## config.mk

```make
export PLATFORM = sky130hd
export DESIGN_NAME = stop_mode_power_control
export DESIGN_NICKNAME = d
export VERILOG_FILES = /design/src/hdl/stop_pkg.sv /design/src/hdl/stop_mode_power_control.sv
export SDC_FILE = /design/constraint.sdc
export NUM_CORES = 1
export LEC_CHECK = 0
export BUFFER_PORTS_ARGS = -buffer_cell sky130_fd_sc_hd__buf_2
export CORE_UTILIZATION = 24
export DETAILED_ROUTE_END_ITERATION = 8
export PLACE_DENSITY = 0.38
export SLEW_MARGIN = 20
export SYNTH_ARGS = -nofsm -noshare
export SYNTH_HDL_FRONTEND = slang
export SYNTH_SLANG_ARGS = --single-unit
```

## constraint.sdc

```tcl
create_clock -name i_sys_clk -period 2.53 [get_ports i_sys_clk]
set_input_delay 0 -clock i_sys_clk [delete_from_list [all_inputs] [get_ports i_sys_clk]]
set_output_delay 0 -clock i_sys_clk [all_outputs]
set_load 0.05 [all_outputs]
```

## src/hdl/stop_pkg.sv

```systemverilog
// Package of constants and carrier types for the stop mode power controller
package stop_pkg;
  // Stabilization time: reset default is 2^15 main clock periods
  localparam int unsigned RST_STAB_EXP = 15;
  localparam int unsigned RST_STAB_CYC = 32768;
  // Width of the shared stabilization counter
  localparam int unsigned STAB_CNT_W = 20;
  localparam logic [STAB_CNT_W-1:0] STAB_CNT_RST = 20'h00000;
  // Width of the programmed stabilization select value
  localparam int unsigned STAB_SEL_W = 3;
  // Shortest programmed interval; each select step doubles it
  localparam logic [STAB_CNT_W-1:0] PROG_STAB_BASE = 20'h00400;
  // Interrupt priority width
  localparam int unsigned PRIO_W = 3;
  localparam logic [PRIO_W-1:0] PRIO_RST = 3'h7;
  // Number of external interrupt pins
  localparam int unsigned EXT_IRQ_N = 7;

  typedef enum logic [3:0] {
    ST_RUN  = 4'h1,
    ST_STOP = 4'h2,
    ST_STAB = 4'h4,
    ST_WAKE = 4'h8
  } pm_state_e;

  // Wake request bundle; the controller takes these as separate ports instead
  typedef struct packed {
    logic nmi;
    logic ext_irq;
    logic periph_irq;
    logic [PRIO_W-1:0] prio;
  } wake_req_s;

  // Peripheral clock selections during stop
  typedef struct packed {
    logic timer8_ext_sel;
    logic sub_sel;
    logic csi_ext_sel;
    logic uart_ext_sel;
  } periph_sel_s;
endpackage

```

## src/hdl/stop_mode_power_control.sv

```systemverilog
// Stop mode power controller: entry, clock gating, wake and stabilization
// Overview of operation
// - Enter stop from run only when mode select is 1 and stop request written 1.
// - In stop the main oscillator halts while the subclock oscillator keeps running.
// - In stop the CPU and peripheral clocks are gated, halting execution.
// - All internal state, registers and RAM are kept unchanged through stop.
// - Peripherals on subclock or external clock pins keep running in stop.
// - Stop ends on NMI, unmasked external or peripheral interrupt, or reset pin.
// - Normal operation resumes only after the full stabilization interval.
// - Any NMI or unmasked maskable request ends stop regardless of priority.
// - A lower-priority waker inside a handler only ends stop and stays pending.
// - A higher-priority waker, NMI included, ends stop and is acknowledged.
// - An NMI wake branches to its handler whatever the global enable.
// - Maskable wake with interrupts disabled continues at the next instruction.
// - Reset pin wake runs exactly the ordinary reset sequence.
// - Eight-bit timers run in stop only with external count input selected.
// - Second H timer, watch timer, second watchdog need subclock selected.
// - Serial channels need external serial clock; the UART its external baud clock.
// - Port pins hold output and direction state for the whole stop.
// - Interrupt wake waits the programmed interval; reset wake waits 2^15 clocks.
// - The interval is counted by the shared watchdog counter to overflow.
`timescale 1ns/1ps
`default_nettype none

module stop_mode_power_control #(
  parameter int unsigned RST_STAB_CYCLES = stop_pkg::RST_STAB_CYC
) (
  // Clock and reset
  input wire logic i_sys_clk,
  input wire logic i_srst,
  // Software control bits
  input wire logic i_power_save_select_bit,
  input wire logic i_stop_request_bit,
  input wire logic [stop_pkg::STAB_SEL_W-1:0] i_osc_stabilization_select_reg,
  input wire logic i_irq_globally_enabled,
  input wire logic i_in_isr,
  input wire logic [stop_pkg::PRIO_W-1:0] i_isr_prio,
  // Wake sources (pins are asynchronous)
  input wire logic i_nmi_pin,
  input wire logic [stop_pkg::EXT_IRQ_N-1:0] i_external_irq_pins,
  input wire logic [stop_pkg::EXT_IRQ_N-1:0] i_ext_irq_mask,
  input wire logic i_periph_irq,
  input wire logic [stop_pkg::PRIO_W-1:0] i_wake_prio,
  input wire logic i_reset_pin_wake,
  // Peripheral clock selections
  input wire stop_pkg::periph_sel_s i_periph_sel,
  input wire logic i_subclock_used,
  // Oscillator and clock gating
  output logic o_main_osc_en,
  output logic o_sub_osc_en,
  output logic o_cpu_clk_en,
  output logic o_periph_clk_en,
  output logic o_async_wake_arm,
  // Stop-domain peripheral enables
  output logic o_timer8_run,
  output logic o_subclk_periph_run,
  output logic o_csi_run,
  output logic o_uart_run,
  // Port and state retention
  output logic o_port_hold,
  output logic o_retain,
  // Wake outcome to CPU and interrupt controller
  output logic o_in_stop,
  output logic o_wake_ack,
  output logic o_wake_branch,
  output logic o_wake_pending,
  output logic o_wake_done
);

  // --------------------------------------------------------------
  // State
  // --------------------------------------------------------------
  typedef struct packed {
    stop_pkg::pm_state_e st;
    logic [stop_pkg::STAB_CNT_W-1:0] cnt;
    logic [stop_pkg::STAB_CNT_W-1:0] limit;
    logic ack;
    logic branch;
    logic pend;
    logic done;
    logic nmi_wake;
    logic rst_wake;
    logic [1:0] nmi_sync;
    logic [2*stop_pkg::EXT_IRQ_N-1:0] ext_sync;
  } state_s;

  state_s st_r;
  state_s st_nxt;

  logic nmi_s;
  logic ext_s;
  logic maskable_s;
  logic wake_any;
  logic higher;
  logic [stop_pkg::STAB_CNT_W-1:0] prog_limit;

  // Synchroniser outputs: second stage only
  assign nmi_s = st_r.nmi_sync[1];
  assign ext_s = |(st_r.ext_sync[2*stop_pkg::EXT_IRQ_N-1:stop_pkg::EXT_IRQ_N] & ~i_ext_irq_mask);
  assign maskable_s = ext_s | i_periph_irq;
  assign wake_any = nmi_s | maskable_s;
  // Lower value is a stronger priority; an NMI always outranks
  assign higher = nmi_s | ~i_in_isr | (i_wake_prio < i_isr_prio);
  // Programmed interval is a power-of-two overflow of the shared counter
  // At the largest select value the shifted base still fits the counter
  assign prog_limit = stop_pkg::STAB_CNT_W'(
    (stop_pkg::PROG_STAB_BASE << i_osc_stabilization_select_reg) - 20'h00001);

  // --------------------------------------------------------------
  // Next state
  // --------------------------------------------------------------
  always_comb
  begin
    st_nxt = st_r;
    st_nxt.nmi_sync = {st_r.nmi_sync[0], i_nmi_pin};
    st_nxt.ext_sync = {st_r.ext_sync[stop_pkg::EXT_IRQ_N-1:0], i_external_irq_pins};
    st_nxt.done = 1'b0;
    st_nxt.ack = 1'b0;
    st_nxt.branch = 1'b0;
    case (st_r.st)
      stop_pkg::ST_RUN:
      begin
        // Entry needs both bits; software pads with no-ops meanwhile
        if (i_power_save_select_bit && i_stop_request_bit)
          st_nxt.st = stop_pkg::ST_STOP;
      end
      stop_pkg::ST_STOP:
      begin
        if (i_reset_pin_wake)
        begin
          // Reset wake uses the reset default interval
          st_nxt.limit = stop_pkg::STAB_CNT_W'(RST_STAB_CYCLES - 1);
          st_nxt.cnt = stop_pkg::STAB_CNT_RST;
          st_nxt.pend = 1'b0;
          // Source is latched: the pin may be released long before the wait ends
          st_nxt.rst_wake = 1'b1;
          st_nxt.nmi_wake = 1'b0;
          st_nxt.st = stop_pkg::ST_STAB;
        end
        else if (wake_any)
        begin
          st_nxt.limit = prog_limit;
          st_nxt.cnt = stop_pkg::STAB_CNT_RST;
          st_nxt.pend = ~higher;
          st_nxt.rst_wake = 1'b0;
          st_nxt.nmi_wake = nmi_s;
          st_nxt.st = stop_pkg::ST_STAB;
        end
      end
      stop_pkg::ST_STAB:
      begin
        // Shared counter runs to overflow before the CPU is let go
        if (st_r.cnt == st_r.limit)
          st_nxt.st = stop_pkg::ST_WAKE;
        else
          st_nxt.cnt = st_r.cnt + 20'h00001;
      end
      stop_pkg::ST_WAKE:
      begin
        st_nxt.done = 1'b1;
        // A reset wake only reports done, like an ordinary reset
        if (!st_r.pend && !st_r.rst_wake)
        begin
          st_nxt.ack = 1'b1;
          // NMI branches always, even if its pin pulse is over; maskable only when enabled
          st_nxt.branch = st_r.nmi_wake | i_irq_globally_enabled;
        end
        st_nxt.st = stop_pkg::ST_RUN;
      end
      default:
        st_nxt.st = stop_pkg::ST_RUN;
    endcase
  end

  // --------------------------------------------------------------
  // Registers
  // --------------------------------------------------------------
  always_ff @(posedge i_sys_clk)
  begin
    if (i_srst)
    begin
      st_r <= '0;
      st_r.st <= stop_pkg::ST_RUN;
      st_r.limit <= stop_pkg::STAB_CNT_RST;
    end
    else
      st_r <= st_nxt;
  end

  // --------------------------------------------------------------
  // Outputs
  // --------------------------------------------------------------
  // Gating follows the state; nothing is cleared, so state is retained
  always_comb
  begin
    o_in_stop = (st_r.st == stop_pkg::ST_STOP);
    o_main_osc_en = ~o_in_stop;
    o_sub_osc_en = 1'b1;
    o_cpu_clk_en = (st_r.st == stop_pkg::ST_RUN) || (st_r.st == stop_pkg::ST_WAKE);
    o_periph_clk_en = o_cpu_clk_en;
    o_retain = ~o_cpu_clk_en;
    o_port_hold = ~o_cpu_clk_en;
    // Async wake path is armed only while the main clock is absent
    o_async_wake_arm = o_in_stop;
    // Stop-domain peripherals; full speed in run
    o_timer8_run = o_cpu_clk_en | i_periph_sel.timer8_ext_sel;
    o_subclk_periph_run = o_cpu_clk_en
      | (i_subclock_used & i_periph_sel.sub_sel);
    o_csi_run = o_cpu_clk_en | i_periph_sel.csi_ext_sel;
    o_uart_run = o_cpu_clk_en | i_periph_sel.uart_ext_sel;
    o_wake_ack = st_r.ack;
    o_wake_branch = st_r.branch;
    o_wake_pending = st_r.pend;
    o_wake_done = st_r.done;
  end

  // --------------------------------------------------------------
  // Assertions
  // --------------------------------------------------------------
  property p_entry;
    @(posedge i_sys_clk) disable iff (i_srst)
    (st_r.st == stop_pkg::ST_RUN && i_power_save_select_bit && i_stop_request_bit)
      |=> o_in_stop;
  endproperty
  a_entry: assert property (p_entry) else $error("stop not entered");

  property p_no_entry;
    @(posedge i_sys_clk) disable iff (i_srst)
    (st_r.st == stop_pkg::ST_RUN && !i_power_save_select_bit) |=> !o_in_stop;
  endproperty
  a_no_entry: assert property (p_no_entry) else $error("stop entered without select");

  property p_osc;
    @(posedge i_sys_clk) disable iff (i_srst)
    o_in_stop |-> (!o_main_osc_en && o_sub_osc_en && !o_cpu_clk_en);
  endproperty
  a_osc: assert property (p_osc) else $error("clocks wrong in stop");

  property p_wake;
    @(posedge i_sys_clk) disable iff (i_srst)
    (o_in_stop && wake_any) |=> (st_r.st == stop_pkg::ST_STAB);
  endproperty
  a_wake: assert property (p_wake) else $error("wake missed");

  property p_stab;
    @(posedge i_sys_clk) disable iff (i_srst)
    (st_r.st == stop_pkg::ST_STAB && st_r.cnt != st_r.limit) |=> !o_cpu_clk_en;
  endproperty
  a_stab: assert property (p_stab) else $error("cpu clock before stabilization");

  property p_pend;
    @(posedge i_sys_clk) disable iff (i_srst)
    (o_in_stop && !i_reset_pin_wake && wake_any && !higher) |=> o_wake_pending;
  endproperty
  a_pend: assert property (p_pend) else $error("low priority not pending");

  property p_nmi_branch;
    @(posedge i_sys_clk) disable iff (i_srst)
    (st_r.st == stop_pkg::ST_WAKE && !st_r.pend && !st_r.rst_wake && st_r.nmi_wake)
      |=> (o_wake_ack && o_wake_branch);
  endproperty
  a_nmi_branch: assert property (p_nmi_branch) else $error("nmi not taken");

  property p_next_instr;
    @(posedge i_sys_clk) disable iff (i_srst)
    (st_r.st == stop_pkg::ST_WAKE && !st_r.nmi_wake && !i_irq_globally_enabled)
      |=> !o_wake_branch;
  endproperty
  a_next_instr: assert property (p_next_instr) else $error("unwanted branch");

  property p_rst_limit;
    @(posedge i_sys_clk) disable iff (i_srst)
    (o_in_stop && i_reset_pin_wake)
      |=> (st_r.limit == stop_pkg::STAB_CNT_W'(RST_STAB_CYCLES - 1));
  endproperty
  a_rst_limit: assert property (p_rst_limit) else $error("reset wake interval");

  property p_hold;
    @(posedge i_sys_clk) disable iff (i_srst)
    o_in_stop |-> o_port_hold && o_retain;
  endproperty
  a_hold: assert property (p_hold) else $error("ports not held");

  property p_ack;
    @(posedge i_sys_clk) disable iff (i_srst)
    (st_r.st == stop_pkg::ST_WAKE && !st_r.pend && !st_r.rst_wake) |=> o_wake_ack;
  endproperty
  a_ack: assert property (p_ack) else $error("wake not acknowledged");

  property p_rst_seq;
    @(posedge i_sys_clk) disable iff (i_srst)
    (st_r.st == stop_pkg::ST_WAKE && st_r.rst_wake)
      |=> (o_wake_done && !o_wake_ack && !o_wake_branch);
  endproperty
  a_rst_seq: assert property (p_rst_seq) else $error("reset wake took irq");

  property p_timer8;
    @(posedge i_sys_clk) disable iff (i_srst)
    o_in_stop |-> (o_timer8_run == i_periph_sel.timer8_ext_sel);
  endproperty
  a_timer8: assert property (p_timer8) else $error("timer run wrong in stop");

  property p_subclk;
    @(posedge i_sys_clk) disable iff (i_srst)
    o_in_stop |-> (o_subclk_periph_run == (i_subclock_used && i_periph_sel.sub_sel));
  endproperty
  a_subclk: assert property (p_subclk) else $error("subclock run wrong");

  property p_serial;
    @(posedge i_sys_clk) disable iff (i_srst)
    o_in_stop |-> (o_csi_run == i_periph_sel.csi_ext_sel
      && o_uart_run == i_periph_sel.uart_ext_sel);
  endproperty
  a_serial: assert property (p_serial) else $error("serial run wrong in stop");

endmodule // stop_mode_power_control

`default_nettype wire

```

==> flow_summary.yaml <==
floorplanning:
  start_util_pct: 25.2
  boundaryPins: 53
  dieArea_sq_um: 11500
  core_area_sq_um: 10500
  fp.dieW_um: 107
  rows: 37
  die_h_um: 107
finish:
  final_util_pct: 32.3
  layout-drive-gt1-share_pct: 21.5
  area_growth_pct: 28.2
  fin_nets: 408
  n_antenna_cell: 0
  stdcell_count: 508
routing:
  drt-total-wl_mm: 6.78
  final_antenna_net_count: 0
  wl_per_cell_um: 13.4
  drtIter0Drc: 63
  vias_per_cell: 4.63
  first_pass_iters: 4
  route.detailed.drc: 0
  dr_total_vias: 2352
synth:
  netlist.area_leader.share_pct: 43.1
  synth_most_common_cell: "dfxtp_1"
  synthArstFlopShare_pct: 0
  synth_cells: 304
  ys_seq_area_share_pct: 43.1
  netlist_top_cells_area: "dfxtp_1 43%, nor2b_1 4.3%, a21oi_1 4.0%"
  ys_ff_latch: 57
  netlist_area_sq_um: 2650
  synth_edf_count: 0
  ys_warn_count: 0
  yosysTopAreaCell: "dfxtp_1"
  syn_avg_cell_area_sq_um: 8.71
  ys_types: 51
  ys.flop_type: "dfxtp_1"
  synth_nets: 344
  synth_common_cells: "57 x dfxtp_1, 25 x nand2_1, 21 x a21oi_1, 21 x nor2_1, 18 x nor2b_1"
timing:
  fin_setup_tns_ps: 0
  rsz0062_at_grt: "no"
  setup_violations: 0
  hold_viol: 0
  timing.slew.headroom_pct: 63.2
  worst_pin_slew_ps: 544
  period_needed_ps: 2220
  clock_skew_ps: 6.23
  period_share_pct: 87.7
  fmax_ghz: 0.451
  drv_slew: 0
setup_path:
  worstPathArrival_ps: 2490
  crit_slowest_cell: "or4b_4"
  worstPathCellList: "or4b_4 -> nor4_4 -> nand3_1 -> or2_0 -> a21o_1 -> buf_4 -> a31oi_1"
  cp_max_fo: 17
  end_kind: "flop"
  slowest_delay_ps: 620
  cp.buffers_inverters: 1
  cp-start-kind: "flop"
  path_class: "flop to flop"
  crit_required_ps: 2800
  worst_path_dominant_cell_family: "simple AND/OR/NAND/NOR gates"
pwr:
  finalPower_w: 0.00236
  ir_drop_mv: 0.376
  p_per_area_nw_per_um2: 696
  leakage_nw: 1.41
clocking:
  clkSlewWorstSetupHoldPaths_ps: 60
  h-tree-depth: 3
  root_buffer: "clkbuf_8"
  cts_sinks: 57
  post_cts_buffers: 0
  numCtsBuffers: 9
  clk_path_buf_depth: 2
  clk_latency_ps: 340
  cts_tree: "done"
global_route:
  first_global_vias: 2252
  grt.total_usage_pct: 13.1
  grt_remaining_overflow: 0
  antenna_found_initial: 0
  grt_max_degree: 25
  grt_pass1_wl_mm: 11.4
run:
  max_cap_viol_count: 0
placed_design:
  dp_cells: 479
  io_buffers: 51
  hpwl_mm: 4.79
  place_congestion: 0.747
worst_hold_path:
  holdCritPathClass: "primary input to flop"
outcome:
  outcome: "finished clean"
==> stage by stage <==
stage | hold WS [ps] | instance area [sq um] | setup WS, ps
2_1_floorplan | 110 | 2660 | -101
3_3_place_gp | 201 | 3030 | 365
3_5_place_dp | 198 | 3030 | 318
4_1_cts | 21.2 | 3390 | 306
5_1_grt | 41.1 | 3390 | 165
6_report | 16.7 | 3390 | 312
==> final cells by class <==
class | instances | area (sq um)
clock buffers | 13 | 169
clock inverters | 2 | 60.1
fillers | 1113 | 7110
inverters | 17 | 63.8
multi-input cells | 212 | 1350
flip-flops and latches | 57 | 1140
well taps | 136 | 170
repair buffers | 71 | 440
==> per-layer routing <==
layer | share of wire, % | global-route usage [%] | routed length [um]
met4 | 2.0 | 6.56 | 139
met3 | 4.3 | 3.89 | 289
met2 | 45 | 20.3 | 3050
met5 | 0 | 0 | 0
met1 | 49 | 16.4 | 3300
==> flip-flops by register name (all words and copies together) (netlist names) <==
name            flops
nmi_s               1
o_wake_pending      1
o_wake_ack          1
st_r               44
o_wake_branch       1
st_nxt              8
o_wake_done         1
==> cells by family after synthesis <==
kind of cell / after synthesis / share of synthesized area [%]
xor+xnor: 11 / 3.64
other cells: 1 / 0.142
fa+ha+maj: 3 / 1.42
buf+inv: 35 / 6.47
flops: 57 / 43.1
mux: 2 / 0.756
compound gates: 74 / 19.1
simple gates: 121 / 25.3
==> worst register-to-register path, cell delays in order, from the launching register on <==
cell	delay [ps]
dfxtp_1	360
or4b_4	620
nor4_4	230
nand3_1	120
or2_0	230
a21o_1	180
buf_4	210
a31oi_1	200
==> layout by cell type (no fill, tap or decap), types with 4 or more instances in the layout <==
cell type	instances
dfxtp_1	57
buf_2	51
nand2_1	25
nor2_1	21
a21oi_1	21
nor2b_1	18
inv_1	17
dlygate4sd3_1	14
a31oi_1	12
clkbuf_8	12
xor2_1	11
o21ai_0	10
and2_1	8
nand3_1	8
nor3_1	7
buf_4	6
and3_1	5
o21a_1	5
nand2b_1	4
nand4_1	4
and4_1	4
nor4_1	4
==> report_power, final <==
part           internal, W  switching [W]
registers         0.000931      0.0000272
clock network     0.000630       0.000354
logic             0.000131       0.000289
total              0.00169       0.000670
==> repair_timing <==
action / CTS / global route
endpoints found under the hold margin: 16 / 0
hold buffers: 14 / 0
resized for setup: 0 / 0
==> path summary, 6_finish.rpt <==
kind,start,endpoint,slack (ps),cells after the start
setup / recovery,st_r[62]$_SDFFE_PP1P_,st_r[49]$_SDFFE_PP0P_,310,7
hold / removal,i_stop_request_bit,st_r[62]$_SDFFE_PP1P_,20,4
setup reg to reg,st_r[62]$_SDFFE_PP1P_,st_r[49]$_SDFFE_PP0P_,310,7
hold reg to reg,st_nxt[11]$_SDFF_PP0_,st_r[11]$_SDFF_PP0_,430,1
Note: power is estimated with default switching activity, not from simulation.
